[src/post_map.svh]
// Register offsets, field positions, reset values, codes and clock and settle times in ns of the self-test sequencer.
`ifndef POST_MAP_SVH
`define POST_MAP_SVH

`define POST_CLK_NS        10
`define POST_SETTLE_NS     2000

`define POST_OFF_CTRL      8'h00
`define POST_OFF_STATUS    8'h04
`define POST_OFF_RESULT    8'h08
`define POST_OFF_ERR_LOG   8'h0C
`define POST_OFF_IRQ_STAT  8'h10
`define POST_OFF_IRQ_MASK  8'h14
`define POST_OFF_PROG_DAC  8'h18
`define POST_OFF_PROG_DAC8 8'h1C

`define POST_CTRL_FULL     0
`define POST_CTRL_PART     1
`define POST_STAT_BUSY     0
`define POST_STAT_FAIL     1
`define POST_STAT_DONE     2
`define POST_IRQ_DONE      0
`define POST_IRQ_FAIL      1
`define POST_IRQ_COMM      2
`define POST_PROG_B_LSB    16

`define POST_RST_MASK      3'h0
`define POST_RST_PROG_DAC  12'h000
`define POST_RST_DAC8      8'h00

`define POST_STEP_RAM      4'h5
`define POST_STEP_LAST     4'hD
`define POST_DAC_FS        12'hFFF
`define POST_ADC_TOL       12'h007
`define POST_ADC_ZERO_ZERO 12'h085
`define POST_ADC_ONE_FS    12'h047
`define POST_ADC_BOTH_FS   12'h00A
`define POST_DAC8_LOW      8'h0A
`define POST_DAC8_HIGH     8'hF0

`define POST_CODE_RAM      8'h0A
`define POST_CODE_DAC12    8'h0B
`define POST_CODE_DAC8     8'h0F
`define POST_CODE_DIO      8'h50
`define POST_CODE_SER_BUF  8'hD5
`define POST_CODE_SER_FRM  8'hD8
`define POST_CODE_SER_PAR  8'hD9
`define POST_CODE_SER_UART 8'hDA
`define POST_CODE_PNL_UART 8'hDC
`define POST_CODE_PNL_FRM  8'hDD
`define POST_CODE_PNL_PAR  8'hDE
`define POST_CODE_PNL_BUF  8'hDF

`define POST_LOG_W         20
`define POST_LOG_SER_LSB   12
`define POST_LOG_PNL_LSB   16

`endif

[src/post_pkg.sv]
// Types shared by the self-test sequencer.
package post_pkg;

    typedef enum logic [3:0] {
        S_IDLE,
        S_MEM_REQ,
        S_MEM_WAIT,
        S_SET,
        S_SETTLE,
        S_ADC_REQ,
        S_ADC_WAIT,
        S_DONE
    } post_state_t;

    typedef enum logic [1:0] {
        K_MEM,
        K_ADC,
        K_DIO
    } post_kind_t;

    typedef logic [7:0] post_code_t;

endpackage : post_pkg

[src/post_seq.sv]
// Power-on self-test sequencer with error log and AXI4-Lite register slave.
`timescale 1ns/1ps
`include "post_map.svh"

module post_seq #(
    parameter int ADDR_W = 8
) (
    input  wire logic              aclk,
    input  wire logic              aresetn,
    input  wire logic [ADDR_W-1:0] s_axi_awaddr,
    input  wire logic              s_axi_awvalid,
    output logic                   s_axi_awready,
    input  wire logic [31:0]       s_axi_wdata,
    input  wire logic [3:0]        s_axi_wstrb,
    input  wire logic              s_axi_wvalid,
    output logic                   s_axi_wready,
    output logic [1:0]             s_axi_bresp,
    output logic                   s_axi_bvalid,
    input  wire logic              s_axi_bready,
    input  wire logic [ADDR_W-1:0] s_axi_araddr,
    input  wire logic              s_axi_arvalid,
    output logic                   s_axi_arready,
    output logic [31:0]            s_axi_rdata,
    output logic [1:0]             s_axi_rresp,
    output logic                   s_axi_rvalid,
    input  wire logic              s_axi_rready,
    output logic                   irq,
    output logic                   mem_check_req,
    output logic [2:0]             mem_check_sel,
    input  wire logic              mem_check_done,
    input  wire logic              mem_check_pass,
    output logic [11:0]            dac_a,
    output logic [11:0]            dac_b,
    output logic [7:0]             eight_bit_dac,
    output logic                   adc_start,
    input  wire logic              adc_done,
    input  wire logic [11:0]       monitor_adc,
    output logic                   secondary_preset_clear_o,
    output logic                   secondary_preset_clear_oe,
    input  wire logic              secondary_preset_clear_i,
    input  wire logic [3:0]        serial_err,
    input  wire logic [3:0]        panel_err,
    input  wire logic              cv_detect,
    input  wire logic              cc_detect,
    output logic                   voltage_loop_indicator,
    output logic                   current_loop_indicator,
    output logic                   unregulated_indicator,
    output logic                   self_test_fail_indicator
);

    localparam int SETTLE_CYC_I = (`POST_SETTLE_NS + `POST_CLK_NS - 1) / `POST_CLK_NS;
    localparam logic [11:0] SETTLE_CYC = 12'(SETTLE_CYC_I);

    if (ADDR_W < 5 || SETTLE_CYC_I < 1 || SETTLE_CYC_I > 4095)
    begin : g_bad_param
        $error("post_seq: unsupported parameter values");
    end

    ////////////////////////////////////////////////////////////////////////////
    // Step decoding.

    function automatic post_pkg::post_kind_t kind_of(input logic [3:0] s);
        if (s <= `POST_STEP_RAM)
            kind_of = post_pkg::K_MEM;
        else if (s <= 4'hB)
            kind_of = post_pkg::K_ADC;
        else
            kind_of = post_pkg::K_DIO;
    endfunction : kind_of

    function automatic post_pkg::post_code_t code_of(input logic [3:0] s);
        if (s < `POST_STEP_RAM)
            code_of = 8'(s) + 8'h01;
        else if (s == `POST_STEP_RAM)
            code_of = `POST_CODE_RAM;
        else if (s <= 4'h9)
            code_of = `POST_CODE_DAC12 + 8'(s - 4'h6);
        else if (s <= 4'hB)
            code_of = `POST_CODE_DAC8;
        else
            code_of = `POST_CODE_DIO;
    endfunction : code_of

    function automatic logic [4:0] bit_of(input logic [3:0] s);
        if (s <= 4'h9)
            bit_of = 5'(s);
        else if (s <= 4'hB)
            bit_of = 5'hA;
        else
            bit_of = 5'hB;
    endfunction : bit_of

    function automatic logic [11:0] expect_of(input logic [3:0] s);
        case (s)
            4'h6:    expect_of = `POST_ADC_ZERO_ZERO;
            4'h7:    expect_of = `POST_ADC_ONE_FS;
            4'h8:    expect_of = `POST_ADC_ONE_FS;
            4'h9:    expect_of = `POST_ADC_BOTH_FS;
            4'hA:    expect_of = 12'(`POST_DAC8_LOW);
            default: expect_of = 12'(`POST_DAC8_HIGH);
        endcase
    endfunction : expect_of

    function automatic logic in_window(input logic [11:0] v, input logic [11:0] e);
        logic [12:0] lo;
        logic [12:0] hi;
        lo = (e > `POST_ADC_TOL) ? 13'(e - `POST_ADC_TOL) : 13'h0000;
        hi = 13'(e) + 13'(`POST_ADC_TOL);
        in_window = (13'(v) >= lo) && (13'(v) <= hi);
    endfunction : in_window

    function automatic logic [31:0] merge(input logic [31:0] o, input logic [31:0] n, input logic [3:0] st);
        for (int i = 0; i < 4; i++)
        begin
            merge[i*8 +: 8] = st[i] ? n[i*8 +: 8] : o[i*8 +: 8];
        end
    endfunction : merge

    ////////////////////////////////////////////////////////////////////////////
    // Register storage and bus decode.

    post_pkg::post_state_t      state_q;
    logic [3:0]                 step_q;
    logic                       partial_q;
    logic                       por_q;
    logic [11:0]                cnt_q;
    logic                       any_fail_q;
    post_pkg::post_code_t       first_q;
    post_pkg::post_code_t       result_q;
    logic                       done_q;
    logic                       fail_ind_q;
    logic [`POST_LOG_W-1:0]     log_q;
    logic [2:0]                 irq_stat_q;
    logic [2:0]                 irq_mask_q;
    logic [11:0]                prog_a_q;
    logic [11:0]                prog_b_q;
    logic [7:0]                 prog8_q;
    logic                       aw_q;
    logic                       w_q;
    logic [ADDR_W-1:0]          awaddr_q;
    logic [31:0]                wdata_q;
    logic [3:0]                 wstrb_q;
    logic                       wr_en;
    logic                       rd_en;
    logic [7:0]                 wr_off;
    logic [7:0]                 rd_off;
    logic [31:0]                rd_word;
    logic                       rd_hit;
    logic                       wr_hit;
    logic [31:0]                wr_word;
    logic                       start_full;
    logic                       start_part;
    logic                       chk_evt;
    logic                       chk_fail;
    logic [`POST_LOG_W-1:0]     comm_set;
    logic                       own_dac;

    assign s_axi_awready = !aw_q && !s_axi_bvalid;
    assign s_axi_wready  = !w_q && !s_axi_bvalid;
    assign s_axi_arready = !s_axi_rvalid;
    assign wr_en  = aw_q && w_q && !s_axi_bvalid;
    assign rd_en  = s_axi_arvalid && s_axi_arready;
    assign wr_off = 8'({awaddr_q[ADDR_W-1:2], 2'b00});
    assign rd_off = 8'({s_axi_araddr[ADDR_W-1:2], 2'b00});
    assign wr_word = merge({4'h0, prog_b_q, 4'h0, prog_a_q}, wdata_q, wstrb_q);

    always_comb
    begin
        rd_hit  = 1'b1;
        rd_word = 32'h00000000;
        case (rd_off)
            `POST_OFF_CTRL:      rd_word = 32'h00000000;
            `POST_OFF_STATUS:    rd_word = {29'h0, done_q, fail_ind_q, state_q != post_pkg::S_IDLE};
            `POST_OFF_RESULT:    rd_word = {24'h0, result_q};
            `POST_OFF_ERR_LOG:   rd_word = {12'h0, log_q};
            `POST_OFF_IRQ_STAT:  rd_word = {29'h0, irq_stat_q};
            `POST_OFF_IRQ_MASK:  rd_word = {29'h0, irq_mask_q};
            `POST_OFF_PROG_DAC:  rd_word = {4'h0, prog_b_q, 4'h0, prog_a_q};
            `POST_OFF_PROG_DAC8: rd_word = {24'h0, prog8_q};
            default:             rd_hit  = 1'b0;
        endcase
    end

    always_comb
    begin
        case (wr_off)
            `POST_OFF_CTRL, `POST_OFF_STATUS, `POST_OFF_RESULT, `POST_OFF_ERR_LOG,
            `POST_OFF_IRQ_STAT, `POST_OFF_IRQ_MASK, `POST_OFF_PROG_DAC, `POST_OFF_PROG_DAC8:
                wr_hit = 1'b1;
            default:
                wr_hit = 1'b0;
        endcase
    end

    assign start_full = (wr_en && wr_off == `POST_OFF_CTRL && wstrb_q[0] && wdata_q[`POST_CTRL_FULL]) || por_q;
    assign start_part = wr_en && wr_off == `POST_OFF_CTRL && wstrb_q[0] && wdata_q[`POST_CTRL_PART];

    always_ff @(posedge aclk)
    begin
        if (!aresetn)
        begin
            aw_q         <= 1'b0;
            w_q          <= 1'b0;
            awaddr_q     <= '0;
            wdata_q      <= 32'h00000000;
            wstrb_q      <= 4'h0;
            s_axi_bvalid <= 1'b0;
            s_axi_bresp  <= 2'b00;
        end
        else
        begin
            if (s_axi_awvalid && s_axi_awready)
            begin
                aw_q     <= 1'b1;
                awaddr_q <= s_axi_awaddr;
            end
            if (s_axi_wvalid && s_axi_wready)
            begin
                w_q     <= 1'b1;
                wdata_q <= s_axi_wdata;
                wstrb_q <= s_axi_wstrb;
            end
            if (wr_en)
            begin
                aw_q         <= 1'b0;
                w_q          <= 1'b0;
                s_axi_bvalid <= 1'b1;
                s_axi_bresp  <= wr_hit ? 2'b00 : 2'b10;
            end
            else if (s_axi_bready)
            begin
                s_axi_bvalid <= 1'b0;
            end
        end
    end

    always_ff @(posedge aclk)
    begin
        if (!aresetn)
        begin
            s_axi_rvalid <= 1'b0;
            s_axi_rdata  <= 32'h00000000;
            s_axi_rresp  <= 2'b00;
        end
        else if (rd_en)
        begin
            s_axi_rvalid <= 1'b1;
            s_axi_rdata  <= rd_word;
            s_axi_rresp  <= rd_hit ? 2'b00 : 2'b10;
        end
        else if (s_axi_rready)
        begin
            s_axi_rvalid <= 1'b0;
        end
    end

    always_ff @(posedge aclk)
    begin
        if (!aresetn)
        begin
            irq_mask_q <= `POST_RST_MASK;
            prog_a_q   <= `POST_RST_PROG_DAC;
            prog_b_q   <= `POST_RST_PROG_DAC;
            prog8_q    <= `POST_RST_DAC8;
        end
        else if (wr_en)
        begin
            if (wr_off == `POST_OFF_IRQ_MASK && wstrb_q[0])
                irq_mask_q <= wdata_q[2:0];
            if (wr_off == `POST_OFF_PROG_DAC)
            begin
                prog_a_q <= wr_word[11:0];
                prog_b_q <= wr_word[27:16];
            end
            if (wr_off == `POST_OFF_PROG_DAC8 && wstrb_q[0])
                prog8_q <= wdata_q[7:0];
        end
    end

    ////////////////////////////////////////////////////////////////////////////
    // Test sequencer.

    always_comb
    begin
        chk_evt  = 1'b0;
        chk_fail = 1'b0;
        case (state_q)
            post_pkg::S_MEM_WAIT:
            begin
                chk_evt  = mem_check_done;
                chk_fail = !mem_check_pass;
            end
            post_pkg::S_ADC_WAIT:
            begin
                chk_evt  = adc_done;
                chk_fail = !in_window(monitor_adc, expect_of(step_q));
            end
            post_pkg::S_SETTLE:
            begin
                chk_evt  = cnt_q == 12'h001 && kind_of(step_q) == post_pkg::K_DIO;
                chk_fail = secondary_preset_clear_i != step_q[0];
            end
            default:
            begin
                chk_evt  = 1'b0;
                chk_fail = 1'b0;
            end
        endcase
    end

    always_ff @(posedge aclk)
    begin
        if (!aresetn)
        begin
            state_q    <= post_pkg::S_IDLE;
            step_q     <= 4'h0;
            partial_q  <= 1'b0;
            por_q      <= 1'b1;
            cnt_q      <= 12'h000;
            any_fail_q <= 1'b0;
            first_q    <= 8'h00;
            result_q   <= 8'h00;
            done_q     <= 1'b0;
        end
        else
        begin
            por_q <= 1'b0;
            if (chk_evt && chk_fail && !any_fail_q)
            begin
                any_fail_q <= 1'b1;
                first_q    <= code_of(step_q);
            end
            case (state_q)
                post_pkg::S_IDLE:
                begin
                    if (start_full || start_part)
                    begin
                        partial_q  <= !start_full;
                        step_q     <= 4'h0;
                        any_fail_q <= 1'b0;
                        first_q    <= 8'h00;
                        done_q     <= 1'b0;
                        state_q    <= post_pkg::S_MEM_REQ;
                    end
                end
                post_pkg::S_MEM_REQ:
                    state_q <= post_pkg::S_MEM_WAIT;
                post_pkg::S_SET:
                begin
                    cnt_q   <= SETTLE_CYC;
                    state_q <= post_pkg::S_SETTLE;
                end
                post_pkg::S_SETTLE:
                begin
                    cnt_q <= cnt_q - 12'h001;
                    if (cnt_q == 12'h001 && kind_of(step_q) == post_pkg::K_ADC)
                        state_q <= post_pkg::S_ADC_REQ;
                end
                post_pkg::S_ADC_REQ:
                    state_q <= post_pkg::S_ADC_WAIT;
                post_pkg::S_DONE:
                begin
                    result_q <= first_q;
                    done_q   <= 1'b1;
                    state_q  <= post_pkg::S_IDLE;
                end
                default:
                    state_q <= state_q;
            endcase
            if (chk_evt)
            begin
                if (step_q == `POST_STEP_LAST || (partial_q && step_q == `POST_STEP_RAM))
                    state_q <= post_pkg::S_DONE;
                else
                begin
                    step_q  <= step_q + 4'h1;
                    state_q <= (kind_of(step_q + 4'h1) == post_pkg::K_MEM) ? post_pkg::S_MEM_REQ : post_pkg::S_SET;
                end
            end
        end
    end

    assign mem_check_req = state_q == post_pkg::S_MEM_REQ;
    assign mem_check_sel = step_q[2:0];
    assign adc_start     = state_q == post_pkg::S_ADC_REQ;
    assign own_dac = !partial_q && kind_of(step_q) != post_pkg::K_MEM
                  && state_q != post_pkg::S_IDLE && state_q != post_pkg::S_DONE;

    always_ff @(posedge aclk)
    begin
        if (!aresetn)
        begin
            dac_a                     <= `POST_RST_PROG_DAC;
            dac_b                     <= `POST_RST_PROG_DAC;
            eight_bit_dac             <= `POST_RST_DAC8;
            secondary_preset_clear_o  <= 1'b1;
            secondary_preset_clear_oe <= 1'b0;
        end
        else
        begin
            dac_a         <= prog_a_q;
            dac_b         <= prog_b_q;
            eight_bit_dac <= prog8_q;
            secondary_preset_clear_oe <= 1'b1;
            secondary_preset_clear_o  <= 1'b1;
            if (own_dac && kind_of(step_q) == post_pkg::K_ADC)
            begin
                dac_a <= (step_q == 4'h7 || step_q == 4'h9) ? `POST_DAC_FS : 12'h000;
                dac_b <= (step_q == 4'h8 || step_q == 4'h9) ? `POST_DAC_FS : 12'h000;
                eight_bit_dac <= step_q == 4'hA ? `POST_DAC8_LOW : step_q == 4'hB ? `POST_DAC8_HIGH : 8'h00;
            end
            if (own_dac && kind_of(step_q) == post_pkg::K_DIO)
                secondary_preset_clear_o <= step_q[0];
        end
    end

    ////////////////////////////////////////////////////////////////////////////
    // Error log, indicators and interrupt.

    assign comm_set = {panel_err[3], panel_err[2], panel_err[1], panel_err[0],
                       serial_err[3], serial_err[2], serial_err[1], serial_err[0], 12'h000};

    always_ff @(posedge aclk)
    begin
        if (!aresetn)
        begin
            log_q      <= '0;
            fail_ind_q <= 1'b0;
            irq_stat_q <= 3'h0;
        end
        else
        begin
            if (wr_en && wr_off == `POST_OFF_ERR_LOG)
            begin
                log_q      <= '0;
                fail_ind_q <= 1'b0;
            end
            if (rd_en && rd_off == `POST_OFF_IRQ_STAT)
                irq_stat_q <= 3'h0;
            log_q <= ((wr_en && wr_off == `POST_OFF_ERR_LOG) ? '0 : log_q) | comm_set
                   | ((chk_evt && chk_fail) ? (`POST_LOG_W'(1) << bit_of(step_q)) : '0);
            if (chk_evt && chk_fail)
                fail_ind_q <= 1'b1;
            irq_stat_q <= ((rd_en && rd_off == `POST_OFF_IRQ_STAT) ? 3'h0 : irq_stat_q)
                        | {|comm_set, chk_evt && chk_fail, state_q == post_pkg::S_DONE};
        end
    end

    assign self_test_fail_indicator = fail_ind_q;
    assign irq = |(irq_stat_q & irq_mask_q);

    always_ff @(posedge aclk)
    begin
        if (!aresetn)
        begin
            voltage_loop_indicator <= 1'b0;
            current_loop_indicator <= 1'b0;
            unregulated_indicator  <= 1'b0;
        end
        else
        begin
            voltage_loop_indicator <= cv_detect;
            current_loop_indicator <= cc_detect && !cv_detect;
            unregulated_indicator  <= !cv_detect && !cc_detect;
        end
    end

endmodule : post_seq

[config.mk]
export PLATFORM = sky130hd
export DESIGN_NAME = post_seq
export DESIGN_NICKNAME = d
export VERILOG_FILES = /design/src/post_pkg.sv /design/src/post_seq.sv
export VERILOG_INCLUDE_DIRS = /design/src /design/src/src
export SDC_FILE = /design/constraint.sdc
export NUM_CORES = 1
export LEC_CHECK = 0
export ABC_AREA = 0
export BUFFER_PORTS_ARGS = -buffer_cell sky130_fd_sc_hd__buf_2
export CELL_PAD_IN_SITES_DETAIL_PLACEMENT = 1
export CELL_PAD_IN_SITES_GLOBAL_PLACEMENT = 2
export CORE_UTILIZATION = 33
export CTS_CLUSTER_DIAMETER = 30
export DETAILED_ROUTE_END_ITERATION = 10
export GPL_TIMING_DRIVEN = 0
export HOLD_SLACK_MARGIN = 0.1
export PLACE_DENSITY = 0.77
export SLEW_MARGIN = 10
export SYNTH_ARGS = -nofsm -noshare
export SYNTH_HDL_FRONTEND = slang
export SYNTH_SLANG_ARGS = --single-unit
[constraint.sdc]
create_clock -name aclk -period 4.8 [get_ports aclk]
set_input_delay 0.24 -clock aclk [delete_from_list [all_inputs] [get_ports aclk]]
set_output_delay 0.24 -clock aclk [all_outputs]
set_load 0.1 [all_outputs]
==> impl_metrics.xml <==
<?xml version="1.0" encoding="UTF-8"?>
<metrics>
  <group name="synthesis">
    <metric name="netlist.top_cell.by_area" unit="">sky130_fd_sc_hd__dfxtp_1</metric>
    <metric name="syn_area" unit="sq um">8937</metric>
    <metric name="synth_enable_flop_cells" unit="">0</metric>
    <metric name="synthDominantCellAreaShare" unit="">0.4547</metric>
    <metric name="syn_inst" unit="">1050</metric>
    <metric name="postSynth.asyncResetShare" unit="">0</metric>
    <metric name="synth.ff_latch_count" unit="">203</metric>
    <metric name="synth_top_cells_by_area" unit="">sky130_fd_sc_hd__dfxtp_1, sky130_fd_sc_hd__a21oi_1, sky130_fd_sc_hd__nand2_1</metric>
    <metric name="synth_area_per_cell" unit="sq um">8.512</metric>
    <metric name="synth_seq_area_share" unit="">0.4547</metric>
    <metric name="synthFlopType" unit="">sky130_fd_sc_hd__dfxtp_1</metric>
    <metric name="synth_warnings" unit="">0</metric>
    <metric name="post_synth_num_cell_types" unit="">77</metric>
  </group>
  <group name="pwr">
    <metric name="power.leakage" unit="uW">0.005498</metric>
    <metric name="maximum_resistive_drop_on_vdd" unit="uV">250.3</metric>
    <metric name="power_density" unit="nW/um^2">476.9</metric>
  </group>
  <group name="worst_setup_path">
    <metric name="timing.critical_path.fanout_max" unit="">10</metric>
    <metric name="critical_path_arrival" unit="ns">4.84</metric>
    <metric name="worst-r2r-setup-slack" unit="ns">0.41</metric>
    <metric name="worstSetupStartpointType" unit="">flop</metric>
    <metric name="cp_data_required_time" unit="ns">5.25</metric>
    <metric name="cp-end-kind" unit="">flop</metric>
    <metric name="timing.setup.critical_path_class" unit="">flop to flop</metric>
  </group>
  <group name="min_path">
    <metric name="hp-class" unit="">input pin to flop</metric>
  </group>
  <group name="detailed_routing">
    <metric name="drc" unit="">4</metric>
    <metric name="detailedRoute.firstIterationViolations" unit="">493</metric>
    <metric name="drtPass1Iterations" unit="">8</metric>
    <metric name="overall_routed_net_length" unit="mm">32.11</metric>
    <metric name="drt.antenna.violating_nets" unit="">0</metric>
    <metric name="viasPerCell" unit="">5.142</metric>
    <metric name="vias" unit="">8665</metric>
    <metric name="routedWlPerCell" unit="microns">19.06</metric>
  </group>
  <group name="clocking">
    <metric name="insertion_delay_to_the_later_sink_of_the_worst_skew_pair" unit="ns">0.54</metric>
    <metric name="cts.path.max_buffers" unit="">3</metric>
    <metric name="cts_h_tree_lvls" unit="">2</metric>
    <metric name="cts_tree" unit="">built</metric>
    <metric name="cts.clk_slew.worst_paths" unit="ns">0.04</metric>
    <metric name="clk_root_buffer_cell" unit="">sky130_fd_sc_hd__clkbuf_16</metric>
    <metric name="clkSinkCount" unit="">203</metric>
    <metric name="cts_inserted_buffers" unit="">49</metric>
  </group>
  <group name="sta">
    <metric name="rsz0062_at_grt" unit="">no</metric>
    <metric name="finalHoldViolations" unit="">0</metric>
    <metric name="timing.final.setup_violations" unit="">0</metric>
    <metric name="timing.clock.skew" unit="ns">0.01766</metric>
    <metric name="slew_headroom" unit="">0.1443</metric>
    <metric name="fin_hold_ws" unit="ns">0.2084</metric>
    <metric name="timing.final.crit_share" unit="">0.9136</metric>
    <metric name="timing.setup.tns" unit="ns">0</metric>
    <metric name="drv_slew" unit="">0</metric>
    <metric name="timing_worst_slew_pin_value" unit="ns">1.273</metric>
    <metric name="highest_clock_rate" unit="MHz">228.0</metric>
    <metric name="fin_crit" unit="ns">4.385</metric>
  </group>
  <group name="placement">
    <metric name="hpwl" unit="mm">23.32</metric>
    <metric name="finalWeightedCongestion" unit="">0.8507</metric>
    <metric name="place.port_buffers" unit="">150</metric>
  </group>
  <group name="grt">
    <metric name="first_pass_grt_wire_length" unit="mm">50.76</metric>
    <metric name="number_of_global_route_vias_before_repair" unit="">8984</metric>
    <metric name="grt_max_degree" unit="">14</metric>
    <metric name="antenna_found_initial" unit="">0</metric>
    <metric name="grt_usage" unit="">0.2321</metric>
    <metric name="grt.overflow.total" unit="">0</metric>
  </group>
  <group name="floorplanning">
    <metric name="initial_utilization" unit="">0.3401</metric>
    <metric name="number_of_cell_rows" unit="">59</metric>
    <metric name="placeableCoreArea" unit="sq um">26280</metric>
    <metric name="dieArea" unit="sq um">27750</metric>
    <metric name="num_io_pins" unit="">170</metric>
    <metric name="die_h" unit="microns">166.6</metric>
    <metric name="die_w" unit="microns">166.6</metric>
  </group>
  <group name="flow_run">
    <metric name="max_capacitance_violation_count" unit="">0</metric>
  </group>
  <group name="final_layout">
    <metric name="drive_gt1_frac" unit="">0.2207</metric>
    <metric name="layout_commonest_cell" unit="">sky130_fd_sc_hd__dfxtp_1</metric>
    <metric name="flow.area_growth_from_synthesis" unit="%">40.57</metric>
    <metric name="diodes" unit="">0</metric>
    <metric name="mostFrequentLayoutCells" unit="">sky130_fd_sc_hd__dfxtp_1, sky130_fd_sc_hd__nand2_1, sky130_fd_sc_hd__buf_2</metric>
    <metric name="final_net_count" unit="">1432</metric>
  </group>
  <group name="outcome">
    <metric name="failing_checks" unit="">design-rule violations</metric>
    <metric name="run_status" unit="">finished, violations left</metric>
  </group>
</metrics>
-- layer usage --
layer  track usage  wire length [microns]
met5             0                      0
met1        0.3141                  15460
met3       0.03921                   1356
met4       0.06441                    672
met2        0.3796                  14620
-- Yosys cell counts, types with 3 or more instances --
cell,instances
sky130_fd_sc_hd__mux2i_1,25
sky130_fd_sc_hd__inv_1,20
sky130_fd_sc_hd__buf_4,12
sky130_fd_sc_hd__a222oi_1,11
sky130_fd_sc_hd__o21a_1,4
sky130_fd_sc_hd__o21ai_0,29
sky130_fd_sc_hd__a31oi_1,6
sky130_fd_sc_hd__nor3_1,18
sky130_fd_sc_hd__nor4_1,7
sky130_fd_sc_hd__nand2_1,169
sky130_fd_sc_hd__xnor2_1,6
sky130_fd_sc_hd__nand2b_1,4
sky130_fd_sc_hd__dfxtp_1,203
sky130_fd_sc_hd__o22ai_1,5
sky130_fd_sc_hd__or4_1,3
sky130_fd_sc_hd__and2_1,6
sky130_fd_sc_hd__buf_2,12
sky130_fd_sc_hd__o211ai_1,5
sky130_fd_sc_hd__a211oi_1,4
sky130_fd_sc_hd__or3_1,6
sky130_fd_sc_hd__o311ai_0,3
sky130_fd_sc_hd__a21o_1,30
sky130_fd_sc_hd__clkbuf_1,44
sky130_fd_sc_hd__a32oi_1,8
sky130_fd_sc_hd__nor2b_1,9
sky130_fd_sc_hd__nand3_1,43
sky130_fd_sc_hd__a21oi_1,133
sky130_fd_sc_hd__and3_1,10
sky130_fd_sc_hd__or2_2,6
sky130_fd_sc_hd__nor2_1,98
sky130_fd_sc_hd__ha_1,36
sky130_fd_sc_hd__a22oi_1,17
-- cell type report --
class                      count  area (sq um)
multi-input combinational    762          4507
fill                        3100         13720
timing repair buffer         203          1271
buffer                        71         337.8
inverter                      21         78.83
clock inverter                28         518.0
tap                          335         419.2
clock buffer                  62          1366
sequential                   203          4065
-- worst max-delay path, cell delays in order (launching register included) --
cell and delay [ns]:
sky130_fd_sc_hd__dfxtp_1 0.58, sky130_fd_sc_hd__inv_2 0.20, sky130_fd_sc_hd__ha_1 0.22, sky130_fd_sc_hd__clkbuf_1 0.20, sky130_fd_sc_hd__o21a_1 0.28, sky130_fd_sc_hd__nor2_2 0.13
sky130_fd_sc_hd__inv_1 0.11, sky130_fd_sc_hd__ha_1 0.23, sky130_fd_sc_hd__nor2_1 0.17, sky130_fd_sc_hd__nand2_1 0.08, sky130_fd_sc_hd__o21ai_0 0.13, sky130_fd_sc_hd__ha_1 0.29
sky130_fd_sc_hd__a211oi_1 0.31, sky130_fd_sc_hd__nor2_1 0.12, sky130_fd_sc_hd__o41ai_2 0.26, sky130_fd_sc_hd__o211ai_2 0.20, sky130_fd_sc_hd__a21oi_4 0.29, sky130_fd_sc_hd__buf_6 0.20
sky130_fd_sc_hd__nand3_1 0.10, sky130_fd_sc_hd__a21oi_1 0.18
-- logic make-up after synthesis --
group,synth area share
buffers and inverters,0.04620
xor gates and xnor gates,0.007840
AOI/OAI and AO/OA,0.1939
muxes,0.03052
other,0.0008403
and+or+nand+nor,0.2156
DFF,0.4547
adders and majority gates,0.05040
-- power breakdown --
group          switching [uW]  leakage [uW]  internal (uW)
combinational             311       0.00295            156
sequential               45.6       0.00165           1740
clock                    1040      0.000906           2700
total                    1400       0.00550           4600
-- state kept, by name (all words and copies together) (netlist names), 3 cells and up --
signal / count
prog_a_q: 12
prog8_q: 8
eight_bit_dac: 8
dac_b: 12
wdata_q: 24
log_q: 20
state_q: 3
awaddr_q: 6
irq_stat_q: 3
cnt_q: 12
s_axi_rdata: 28
irq_mask_q: 3
result_q: 8
prog_b_q: 12
wstrb_q: 4
dac_a: 12
step_q: 4
first_q: 8
-- repair_timing --
item	CTS	global route
endpoints found under the hold margin	52	0
buffers inserted	1	3
pin swaps	2	1
hold buffers	49	0
resized for setup	6	2
endpoints found under the setup margin	23	18
-- worst paths after layout --
kind | start | endpoint | cells after the start
setup reg to reg | step_q[1] | log_q[9] | 19
hold / removal | s_axi_awvalid | aw_q | 4
setup / recovery | step_q[1] | log_q[9] | 19
hold reg to reg | s_axi_rdata[13] | s_axi_rdata[13] | 2
-- metrics by stage --
step | cell area, sq um | total power [uW] | cells | setup slack, ns | util
finish | 12560 | 5992 | 1685 | 0.4148 | 0.4781
global route | 12560 | 6185 | 1685 | 0.05412 | 0.4781
CTS | 12530 | 6043 | 1682 | 0.1236 | 0.4769
detailed placement | 10130 | 2243 | 1542 | -0.5797 | 0.3856
global placement | 10130 | 2237 | 1542 | -0.2920 | 0.3856
floorplan | 8964 | 2105 | 1057 | 0.9055 | -
(Power assumes the default switching activity.)
